===== config.mk =====
export PLATFORM = sky130hd
export DESIGN_NAME = pdsm_mapper
export DESIGN_NICKNAME = d
export VERILOG_FILES = /design/src/shared/pdsm_pkg.sv /design/src/rtl/pdsm_mapper.sv
export VERILOG_INCLUDE_DIRS = /design/src /design/src/shared
export SDC_FILE = /design/constraint.sdc
export NUM_CORES = 1
export LEC_CHECK = 0
export BUFFER_PORTS_ARGS = -buffer_cell sky130_fd_sc_hd__buf_2
export CAP_MARGIN = 20
export CORE_UTILIZATION = 30
export CTS_BUF_LIST = sky130_fd_sc_hd__clkbuf_16
export CTS_CLUSTER_DIAMETER = 40
export DETAILED_ROUTE_END_ITERATION = 7
export PLACE_DENSITY_LB_ADDON = 0.05
export SYNTH_ARGS = -nofsm -noshare
export SYNTH_HDL_FRONTEND = slang
export SYNTH_SLANG_ARGS = --single-unit

===== constraint.sdc =====
create_clock -name sys_clk -period 2.45 [get_ports sys_clk]
set_clock_uncertainty 0.2 [all_clocks]
set_input_delay 0.3675 -clock sys_clk [delete_from_list [all_inputs] [get_ports sys_clk]]
set_output_delay 0.3675 -clock sys_clk [all_outputs]
set_load 0.05 [all_outputs]

===== src/shared/pdsm_regs.svh =====
// Address map constants and field positions for the program/data space mapper
`ifndef PDSM_REGS_SVH
`define PDSM_REGS_SVH
`define PDSM_CTRL_OFS      32'h00000000
`define PDSM_TABLE_PAGE_OFS 32'h00000004
`define PDSM_VIS_PAGE_OFS  32'h00000008
`define PDSM_STAT_OFS      32'h0000000C
`define PDSM_CTRL_VIS_BIT  0
`define PDSM_TABLE_PAGE_CFG 7
`define PDSM_VIS_WINDOW    15
`define PDSM_Y_BASE_RST    16'h0800
`define PDSM_Y_END_RST     16'h08FF
`define PDSM_PHYS_END_RST  16'h0FFF
`define PDSM_VIS_XTRA_LO   2'h1
`define PDSM_VIS_XTRA_HI   2'h2
`endif


===== src/shared/pdsm_pkg.sv =====
// Types shared by the program/data space mapper
package pdsm_pkg;
  typedef enum logic [2:0] {
    pdsm_op_data,
    pdsm_op_table_read_low,
    pdsm_op_table_read_high,
    pdsm_op_table_write_low,
    pdsm_op_table_write_high
  } pdsm_op_t;
  typedef enum logic [1:0] {
    pdsm_cls_other,
    pdsm_cls_mac_prefetch,
    pdsm_cls_single_move,
    pdsm_cls_double_move
  } pdsm_cls_t;
endpackage


===== src/rtl/pdsm_mapper.sv =====
// Program/data space address mapper with AHB-Lite control registers
`timescale 1ns/1ps
`include "pdsm_regs.svh"
module pdsm_mapper
  import pdsm_pkg::*;
#(
  parameter logic [15:0] Y_BASE   = `PDSM_Y_BASE_RST,
  parameter logic [15:0] Y_END    = `PDSM_Y_END_RST,
  parameter logic [15:0] PHYS_END = `PDSM_PHYS_END_RST
)(
  // Clock and reset
  input  wire logic        sys_clk,
  input  wire logic        rst,
  // AHB-Lite slave
  input  wire logic        hsel,
  input  wire logic [31:0] haddr,
  input  wire logic [1:0]  htrans,
  input  wire logic        hwrite,
  input  wire logic [2:0]  hsize,
  input  wire logic [31:0] hwdata,
  input  wire logic        hready,
  output logic      [31:0] hrdata,
  output logic             hreadyout,
  output logic             hresp,
  // Core instruction stream
  input  wire logic        pc_step,
  input  wire logic        pc_load,
  input  wire logic [22:0] pc_target,
  output logic      [23:0] pc_addr,
  // Access request from address generation
  input  wire logic        acc_valid,
  input  wire pdsm_op_t    acc_op,
  input  wire pdsm_cls_t   acc_cls,
  input  wire logic        acc_byte,
  input  wire logic [15:0] acc_ea,
  input  wire logic        acc_mac_x,
  input  wire logic        acc_mac_y,
  input  wire logic        acc_bitrev,
  input  wire logic        in_repeat,
  input  wire logic        rep_first,
  input  wire logic        rep_last,
  input  wire logic        rep_irq_edge,
  // Program memory and data memory return words
  input  wire logic [23:0] prog_rdata,
  input  wire logic [15:0] data_rdata,
  // Mapped outputs
  output logic      [23:0] prog_addr,
  output logic             prog_sel,
  output logic             xbus_sel,
  output logic             ybus_sel,
  output logic             ybus_write,
  output logic             bitrev_ok,
  output logic      [15:0] rd_data,
  output logic      [1:0]  extra_cycles,
  output logic             acc_done
);

  localparam logic [1:0] HT_NONSEQ = 2'h2;

  logic        program_visibility_enable;
  logic [7:0]  table_page_reg;
  logic [7:0]  visibility_page_reg;
  logic        ph_wr;
  logic [31:0] ph_ofs;
  logic        sel_table;
  logic        sel_vis;
  logic        in_phys;
  logic        in_y;
  logic        zero_rd;
  logic [23:0] next_prog_addr;
  logic [15:0] next_rd_data;
  logic [1:0]  next_extra;

  // Zero-wait slave; an unmapped offset reads zero and ignores writes
  assign hreadyout = 1'b1;
  assign hresp     = 1'b0;

  // Latch the address phase of a valid transfer
  always_ff @(posedge sys_clk)
  begin
    if (rst)
    begin
      ph_wr  <= 1'b0;
      ph_ofs <= 32'h00000000;
    end
    else if (hready)
    begin
      // Whole address kept so offsets above the map never alias a register
      ph_wr  <= hsel && htrans == HT_NONSEQ && hwrite;
      ph_ofs <= haddr;
    end
  end

  // Register writes in the data phase; boundary has no register
  always_ff @(posedge sys_clk)
  begin
    if (rst)
    begin
      program_visibility_enable <= 1'b0;
      table_page_reg            <= 8'h00;
      visibility_page_reg       <= 8'h00;
    end
    else if (ph_wr)
    begin
      if (ph_ofs == `PDSM_CTRL_OFS)
        program_visibility_enable <= hwdata[`PDSM_CTRL_VIS_BIT];
      else if (ph_ofs == `PDSM_TABLE_PAGE_OFS)
        table_page_reg <= hwdata[7:0];
      else if (ph_ofs == `PDSM_VIS_PAGE_OFS)
        visibility_page_reg <= hwdata[7:0];
    end
  end

  // Read data registered at the end of the address phase
  always_ff @(posedge sys_clk)
  begin
    if (rst)
      hrdata <= 32'h00000000;
    else if (hready && hsel && htrans == HT_NONSEQ && !hwrite)
    begin
      if (haddr == `PDSM_CTRL_OFS)
        hrdata <= {31'h0, program_visibility_enable};
      else if (haddr == `PDSM_TABLE_PAGE_OFS)
        hrdata <= {24'h0, table_page_reg};
      else if (haddr == `PDSM_VIS_PAGE_OFS)
        hrdata <= {24'h0, visibility_page_reg};
      else if (haddr == `PDSM_STAT_OFS)
        hrdata <= {29'h0, acc_done, prog_sel, ybus_sel};
      else
        hrdata <= 32'h00000000;
    end
  end

  // Program counter; step of two keeps bit 0 clear, bit 23 always zero
  always_ff @(posedge sys_clk)
  begin
    if (rst)
      pc_addr <= 24'h000000;
    else if (pc_load)
      pc_addr <= {1'b0, pc_target[22:1], 1'b0};
    else if (pc_step)
      pc_addr <= {1'b0, pc_addr[22:0] + 23'h000002};
  end

  // Region decode; Y block limits are fixed parameters
  always_comb
  begin
    sel_table = acc_op != pdsm_op_data;
    sel_vis   = !sel_table && acc_ea[`PDSM_VIS_WINDOW] &&
                program_visibility_enable;
    in_phys   = acc_ea <= PHYS_END;
    in_y      = acc_ea >= Y_BASE && acc_ea <= Y_END;
    // MAC X pointers never see Y; Y pointers only see Y or the visibility window
    zero_rd   = !sel_vis && (!in_phys ||
                (acc_mac_x && in_y) || (acc_mac_y && !in_y));
  end

  // Program address construction
  always_comb
  begin
    if (sel_table)
      next_prog_addr = {table_page_reg, acc_ea};
    else if (sel_vis)
      next_prog_addr = {1'b0, visibility_page_reg,
                        acc_ea[14:0]};
    else
      next_prog_addr = 24'h000000;
  end

  // Return data mux; top byte reaches data only on high reads
  always_comb
  begin
    next_rd_data = 16'h0000;
    case (acc_op)
      pdsm_op_table_read_low:
        if (!acc_byte)
          next_rd_data = prog_rdata[15:0];
        else if (acc_ea[0])
          next_rd_data = {8'h00, prog_rdata[15:8]};
        else
          next_rd_data = {8'h00, prog_rdata[7:0]};
      pdsm_op_table_read_high:
        if (acc_byte && acc_ea[0])
          next_rd_data = 16'h0000;
        else
          next_rd_data = {8'h00, prog_rdata[23:16]};
      pdsm_op_data:
        if (sel_vis)
          next_rd_data = prog_rdata[15:0];
        else if (zero_rd)
          next_rd_data = 16'h0000;
        else if (acc_byte)
          next_rd_data = {8'h00, acc_ea[0] ? data_rdata[15:8]
                                           : data_rdata[7:0]};
        else
          next_rd_data = data_rdata;
      default:
        next_rd_data = 16'h0000;
    endcase
  end

  // Extra cycles for a visibility access
  always_comb
  begin
    next_extra = 2'h0;
    if (sel_vis)
    begin
      if (in_repeat)
        next_extra = (rep_first || rep_last || rep_irq_edge)
                     ? `PDSM_VIS_XTRA_HI : `PDSM_VIS_XTRA_LO;
      else if (acc_cls != pdsm_cls_other)
        next_extra = `PDSM_VIS_XTRA_LO;
      else
        next_extra = `PDSM_VIS_XTRA_HI;
    end
  end

  // Registered access results, one cycle after acc_valid
  always_ff @(posedge sys_clk)
  begin
    if (rst)
    begin
      prog_addr    <= 24'h000000;
      prog_sel     <= 1'b0;
      xbus_sel     <= 1'b0;
      ybus_sel     <= 1'b0;
      ybus_write   <= 1'b0;
      bitrev_ok    <= 1'b0;
      rd_data      <= 16'h0000;
      extra_cycles <= 2'h0;
      acc_done     <= 1'b0;
    end
    else
    begin
      acc_done     <= acc_valid;
      prog_addr    <= next_prog_addr;
      prog_sel     <= acc_valid && (sel_table || sel_vis);
      xbus_sel     <= acc_valid && !sel_table && !acc_mac_y;
      ybus_sel     <= acc_valid && acc_mac_y && in_y;
      ybus_write   <= 1'b0;
      // Bit-reverse only on X data accesses; modulo needs no gating
      bitrev_ok    <= acc_valid && acc_bitrev && !acc_mac_y &&
                      (acc_op == pdsm_op_data);
      rd_data      <= acc_valid ? next_rd_data : 16'h0000;
      extra_cycles <= acc_valid ? next_extra : 2'h0;
    end
  end

  // Checks; results are looked at one cycle after the request edge
  a_pc_step_two: assert property (
    @(posedge sys_clk) disable iff (rst)
    pc_step && !pc_load |=> pc_addr[22:0] == $past(pc_addr[22:0]) + 23'h2)
    else $error("pc did not advance by two");
  a_low_word_read: assert property (
    @(posedge sys_clk) disable iff (rst)
    acc_valid && acc_op == pdsm_op_table_read_low && !acc_byte
    |=> rd_data == $past(prog_rdata[15:0]))
    else $error("low table word wrong");
  a_low_byte_read: assert property (
    @(posedge sys_clk) disable iff (rst)
    acc_valid && acc_op == pdsm_op_table_read_low && acc_byte
    |=> rd_data == {8'h00, $past(acc_ea[0]) ? $past(prog_rdata[15:8])
                                            : $past(prog_rdata[7:0])})
    else $error("low table byte wrong");
  a_high_word_read: assert property (
    @(posedge sys_clk) disable iff (rst)
    acc_valid && acc_op == pdsm_op_table_read_high && !acc_byte
    |=> rd_data == {8'h00, $past(prog_rdata[23:16])})
    else $error("high table word wrong");
  a_high_byte_zero: assert property (
    @(posedge sys_clk) disable iff (rst)
    acc_valid && acc_op == pdsm_op_table_read_high && acc_byte &&
    acc_ea[0] |=> rd_data == 16'h0000)
    else $error("high byte one not zero");
  a_table_page_top: assert property (
    @(posedge sys_clk) disable iff (rst)
    acc_valid && acc_op != pdsm_op_data
    |=> prog_addr[23:16] == $past(table_page_reg))
    else $error("table page not on top address bits");
  a_table_suspend: assert property (
    @(posedge sys_clk) disable iff (rst)
    acc_valid && acc_op != pdsm_op_data
    |=> prog_addr[15:0] == $past(acc_ea))
    else $error("table access mapped as visibility");
  a_vis_gate_off: assert property (
    @(posedge sys_clk) disable iff (rst)
    acc_valid && acc_op == pdsm_op_data &&
    !(acc_ea[`PDSM_VIS_WINDOW] && program_visibility_enable) |=> !prog_sel)
    else $error("data access redirected without visibility");
  a_vis_addr_map: assert property (
    @(posedge sys_clk) disable iff (rst)
    acc_valid && sel_vis |=> prog_sel && prog_addr ==
    {1'b0, $past(visibility_page_reg), $past(acc_ea[14:0])})
    else $error("visibility address wrong");
  a_vis_low_word: assert property (
    @(posedge sys_clk) disable iff (rst)
    acc_valid && sel_vis |=> rd_data == $past(prog_rdata[15:0]))
    else $error("visibility data not low program word");
  a_vis_extra_cost: assert property (
    @(posedge sys_clk) disable iff (rst)
    acc_valid && sel_vis && !in_repeat && acc_cls == pdsm_cls_other
    |=> extra_cycles == 2'h2)
    else $error("visibility extra cost wrong");
  a_vis_extra_lo: assert property (
    @(posedge sys_clk) disable iff (rst)
    acc_valid && sel_vis && !in_repeat && acc_cls != pdsm_cls_other
    |=> extra_cycles == 2'h1)
    else $error("visibility move cost wrong");
  a_rep_mid_cost: assert property (
    @(posedge sys_clk) disable iff (rst)
    acc_valid && sel_vis && in_repeat && !rep_first && !rep_last &&
    !rep_irq_edge |=> extra_cycles == 2'h1)
    else $error("repeat middle cost wrong");
  a_rep_edge_cost: assert property (
    @(posedge sys_clk) disable iff (rst)
    acc_valid && sel_vis && in_repeat &&
    (rep_first || rep_last || rep_irq_edge) |=> extra_cycles == 2'h2)
    else $error("repeat edge cost wrong");
  a_y_ptr_bus: assert property (
    @(posedge sys_clk) disable iff (rst)
    acc_valid && acc_op == pdsm_op_data && acc_mac_y && in_y
    |=> ybus_sel && !xbus_sel)
    else $error("y pointer fetch not on y bus");
  a_mac_x_zero: assert property (
    @(posedge sys_clk) disable iff (rst)
    acc_valid && acc_op == pdsm_op_data && !sel_vis && acc_mac_x && in_y
    |=> rd_data == 16'h0000)
    else $error("x pointer into y not zero");
  a_mac_y_zero: assert property (
    @(posedge sys_clk) disable iff (rst)
    acc_valid && acc_op == pdsm_op_data && !sel_vis && acc_mac_y && !in_y
    |=> rd_data == 16'h0000)
    else $error("y pointer into x not zero");
  a_bitrev_x_only: assert property (
    @(posedge sys_clk) disable iff (rst)
    acc_valid && (acc_mac_y || acc_op != pdsm_op_data) |=> !bitrev_ok)
    else $error("bit reverse outside x space");
  a_no_y_write: assert property (
    @(posedge sys_clk) disable iff (rst)
    !ybus_write)
    else $error("write on y bus");

endmodule // pdsm_mapper


==> impl_metrics.json, run 1 <==
{
  "cp_max_fo": 8,
  "firstDrtPassIters": 5,
  "ys_warn_count": 0,
  "r2r_cells": 5,
  "final_common_cell": "buf_2",
  "rsz0062_at_grt": "no",
  "tightest_slew_ns": 0.726,
  "finalCritPeriodShare": 0.916,
  "wire_per_inst_um": 15.9,
  "p_total_mw": 5.44,
  "pre_cts_slack_ns": 0.0568,
  "cp-start-kind": "input port",
  "min_path_cells": 3,
  "finalNetCount": 1058,
  "synth_seq_area_share": 0.442,
  "syn_area_mm2": 0.00575,
  "io_pins": 275,
  "clk_pin_slew_ns": 0.06,
  "routed_wl_um": 18000,
  "largest-register": "ph_ofs",
  "arrival_ns": 2.36,
  "synth_cell_types": 52,
  "outcome": "complete, no violations",
  "crit_type": "input port to register",
  "ir_drop_mv": 0.394,
  "power.density_mw_per_mm2": 685,
  "io_buffers": 217,
  "track_usage": 0.182,
  "n_antenna_cell": 0,
  "cap_violations": 0,
  "syn_inst": 638,
  "regArea_mm2": 0.00254,
  "top_regs": "ph_ofs (32), prog_addr (24), pc_addr (22)",
  "hpwlAfterDp_um": 13100,
  "antenna_found_initial": 0,
  "core.rowCount": 50,
  "async_reset_ff_frac": 0,
  "cp-end-kind": "register",
  "clkLatencyLatePin_ns": 0.41,
  "p_leak_nw": 3.55,
  "syn_area_per_cell_um2": 9.01,
  "timing.fmax_mhz": 446,
  "area_delta_synth_final_pct": 38.3,
  "die_y_um": 140,
  "nFillCells": 1934,
  "grt_max_degree": 63,
  "period_minus_slack_ns": 2.24,
  "vias": 5508,
  "layout_common_cells": "buf_2 (217), dfxtp_1 (127), nor2_1 (81)",
  "drcViolationCount": 0,
  "grt_overflow": 0,
  "cts_tree": "built",
  "drive_gt1_frac": 0.311,
  "synth-edff-count": 0,
  "hold_viol": 0,
  "ant_nets": 0,
  "coreArea_mm2": 0.0188,
  "slew_viol_final": 0,
  "max_slew_margin": 0.514,
  "routabilityCongestion": 0.807,
  "grt_pass1_vias": 5421,
  "fin_ws_ns": 0.206,
  "post-cts-setup-buffers": 0,
  "holdCritPathClass": "input port to register",
  "cts.sinks": 127,
  "finalSetupViolations": 0,
  "setup_tns_ns": 0,
  "drt_iter0_markers": 222,
  "synth_seq_cells": 127,
  "die_area_mm2": 0.0197,
  "cts_root_buf": "clkbuf_16",
  "multi_input_area_mm2": 0.00291,
  "vias_per_cell": 4.85,
  "largest_register_ff_count": 32,
  "grt_pass1_wl_um": 28000,
  "synth-main-ff-cell": "dfxtp_1",
  "critPathRequiredTime_ns": 2.57,
  "max-clock-path-buffers": 2,
  "initial_core_util": 0.306,
  "fp.dieW_um": 140,
  "cts_buffers": 17,
  "htree_num_levels": 4
}
==> critical path, stage by stage <==
cell and delay, ns:
dlygate4sd3_1 0.54, buf_2 0.13, nor4b_2 0.35, mux2i_1 0.32, a31oi_2 0.29, o32ai_1 0.36
==> cell usage after synthesis (all sizes together) (6+ instances only) <==
cell type,number,area (um^2)
a22o,6,52.6
clkbuf,32,120
inv,11,41.3
a21oi,18,90.1
xnor2,8,70.1
nor4,19,119
buf,34,241
nand3,21,105
nor2,81,304
mux2,8,90.1
and2,19,119
nand2b,27,169
and3,12,75.1
nand4,11,68.8
nor3,11,60.1
a211oi,10,75.1
nand2,40,150
dfxtp,127,2540
a22oi,9,67.6
a311oi,7,61.3
o32ai,8,70.1
o31ai,7,52.6
mux2i,52,521
a32oi,8,70.1
==> metal layers <==
metal | part of all wire | vias to the layer above | track usage | routed length (um)
met1 | 0.44 | 2570 | 0.230 | 7860
met4 | 0.019 | 0 | 0.0688 | 334
li1 | - | 2730 | - | -
met3 | 0.061 | 24 | 0.0482 | 1100
met5 | 0 | - | 0 | 0
met2 | 0.48 | 184 | 0.296 | 8720
==> cell type report <==
cell class                      instances  area share
Multi-Input combinational cell        460       0.367
Sequential cell                       127       0.320
Timing Repair Buffer                  270       0.199
Clock buffer                           17      0.0535
Tap cell                              234      0.0368
Clock inverter                         15      0.0184
Inverter                               12     0.00567
==> repair_timing <==
item                                    in CTS  in global routing
endpoints found under the setup margin       0                  8
gates resized for setup                      0                  1
endpoints found under the hold margin       35                  0
hold buffers                                35                  0
==> stage by stage <==
stage / instance area [um^2] / std cells / hold WS (ns) / util
3_3_place_gp: 7020 / 1068 / 0.256 / 0.374
4_1_cts: 7940 / 1135 / 0.000349 / 0.423
6_report: 7950 / 1135 / 0.0188 / 0.424
3_5_place_dp: 7020 / 1068 / 0.268 / 0.374
2_1_floorplan: 5850 / 665 / 0.241 / -
5_1_grt: 7950 / 1135 / 0.00743 / 0.424
==> where the power goes <==
part | leakage (nW) | internal, mW | total [mW] | switching [mW]
registers | 1.04 | 2.14 | 2.19 | 0.0527
clock network | 0.272 | 1.49 | 2.46 | 0.974
logic | 2.23 | 0.281 | 0.788 | 0.507
total | 3.55 | 3.91 | 5.44 | 1.53
==> path summary, 6_finish.rpt <==
check / startpoint / endpoint / slack [ns]
worst max-delay path: acc_ea[8] / rd_data[0]$_SDFF_PP0_ / 0.21
worst max register to register: ph_ofs[8]$_SDFFE_PP0P_ / visibility_page_reg[7]$_SDFFE_PP0P_ / 0.32
worst min-delay path: haddr[23] / ph_ofs[23]$_SDFFE_PP0P_ / 0.02
worst min register to register: hrdata[2]$_SDFFE_PP0P_ / hrdata[2]$_SDFFE_PP0P_ / 0.27
==> cell families after synthesis <==
kind of cell	count (synthesis)	share of synthesized area
muxes	60	0.106
adders and majority gates	1	0.00218
other	2	0.00131
AOI/OAI and AO/OA	89	0.116
and+or+nand+nor	269	0.243
DFF	127	0.442
xor gates and xnor gates	12	0.0183
buffers and inverters	78	0.0707
No activity file was read; power rests on OpenSTA's default activity.
==> inputs of run 2 (changes only) <==
- CTS_BUF_LIST: sky130_fd_sc_hd__clkbuf_16 -> sky130_fd_sc_hd__clkbuf_8
==> impl_metrics.json, run 2 (synthesis gave the netlist of run 1 again) <==
{
  "outcome": "complete, no violations",
  "cts.sinks": 127,
  "grt_max_degree": 63,
  "slew_viol_final": 0,
  "clk_pin_slew_ns": 0.08,
  "firstDrtPassIters": 5,
  "die_y_um": 140,
  "pre_cts_slack_ns": 0.0568,
  "final_area_mm2": 0.00825,
  "period_minus_slack_ns": 2.26,
  "multi_input_area_mm2": 0.00291,
  "cp_max_fo": 8,
  "crit_type": "input port to register",
  "grt_pass1_vias": 5624,
  "post-cts-setup-buffers": 0,
  "area_delta_synth_final_pct": 43.5,
  "regArea_mm2": 0.00254,
  "place_area_mm2": 0.00702,
  "largest_register_ff_count": 32,
  "setup_tns_ns": 0,
  "power.density_mw_per_mm2": 594,
  "hold_viol": 0,
  "timing.fmax_mhz": 443,
  "n_antenna_cell": 0,
  "io_pins": 275,
  "cp-start-kind": "input port",
  "grt.met3_usage": 0.0492,
  "max_slew_margin": 0.472,
  "nFillCells": 1923,
  "ir_drop_mv": 0.309,
  "drcViolationCount": 0,
  "finalNetCount": 1105,
  "coreArea_mm2": 0.0188,
  "crit_slowest_cell": "dlygate4sd3_1",
  "largest-register": "ph_ofs",
  "finalCritPeriodShare": 0.921,
  "core.rowCount": 50,
  "fp.dieW_um": 140,
  "hpwlAfterDp_um": 13100,
  "die_area_mm2": 0.0197,
  "routabilityCongestion": 0.807,
  "vias": 5710,
  "initial_core_util": 0.306,
  "rsz0062_at_grt": "no",
  "wire_per_inst_um": 15.6,
  "htree_num_levels": 4,
  "final_common_cell": "buf_2",
  "cts_root_buf": "clkbuf_8",
  "drive_gt1_frac": 0.297,
  "crit_chain": "dlygate4sd3_1 -> buf_2 -> nor4b_2 -> mux2i_1 -> a31oi_2 -> o32ai_1",
  "cap_violations": 0,
  "finalSetupViolations": 0,
  "fin_cells": 1182,
  "holdCritPathClass": "input port to register",
  "use_met2": 0.309,
  "io_buffers": 217,
  "tightest_slew_ns": 0.788,
  "critPathRequiredTime_ns": 2.59,
  "arrival_ns": 2.40,
  "met1_usage": 0.232,
  "grt_overflow": 0,
  "track_usage": 0.186,
  "cts_buffers": 17,
  "top_regs": "ph_ofs (32), prog_addr (24), pc_addr (22)",
  "max-clock-path-buffers": 2,
  "layout_common_cells": "buf_2 (217), dfxtp_1 (127), dlygate4sd3_1 (82)",
  "p_total_mw": 4.90,
  "cp-end-kind": "register",
  "clkLatencyLatePin_ns": 0.43,
  "ant_nets": 0,
  "fin_util": 0.440,
  "drt_iter0_markers": 269,
  "p_leak_nw": 3.67,
  "grt_pass1_wl_um": 28700,
  "cts_tree": "built",
  "dp_cells": 1068,
  "vias_per_cell": 4.83,
  "gr-max-usage-layer": "met2",
  "max_stage_delay_ns": 0.54,
  "fin_ws_ns": 0.193,
  "worst_hold_slack_ns": 0.0311,
  "antenna_found_initial": 0,
  "routed_wl_um": 18500
}
[run 2: final cells by class]
| cell class | instances | share of cell area |
|---|---|---|
| clock inverter | 13 | 0.0168 |
| tap | 234 | 0.0355 |
| multi-input combinational | 460 | 0.353 |
| sequential | 127 | 0.308 |
| clock buffer | 19 | 0.0317 |
| timing repair buffer | 317 | 0.249 |
| inverter | 12 | 0.00546 |
[run 2: timing repair]
action                                  CTS  global route
endpoints found under the setup margin    0             8
hold buffers                             82             0
endpoints found under the hold margin    79             0
gates resized for setup                   0             1
[run 2: worst max-delay path, delay by kind of cell]
family | cells | cell delay [ns]
buffers and inverters | 2 | 0.67
AOI/OAI and AO/OA | 2 | 0.64
and+or+nand+nor | 1 | 0.39
muxes | 1 | 0.32
[run 2: path summary, 6_finish.rpt]
path | start | endpoint | slack, ns | depth (start not counted)
max | acc_ea[9] | rd_data[0]$_SDFF_PP0_ | 0.19 | 6
max reg2reg | ph_ofs[8]$_SDFFE_PP0P_ | visibility_page_reg[7]$_SDFFE_PP0P_ | 0.32 | 5
min | pc_target[4] | pc_addr[4]$_SDFFE_PP0P_ | 0.03 | 3
min reg2reg | hrdata[2]$_SDFFE_PP0P_ | hrdata[2]$_SDFFE_PP0P_ | 0.27 | 2
[run 2: power breakdown]
part | total [mW] | internal [mW] | switching, mW
Combinational | 0.848 | 0.329 | 0.519
Sequential | 2.19 | 2.14 | 0.0529
Clock | 1.86 | 0.960 | 0.898
[run 2: per-layer routing]
layer	vias to the layer above	share of wire
li1	2824	-
met1	2672	0.44
met2	189	0.49
met3	25	0.052
met4	0	0.019
met5	-	0
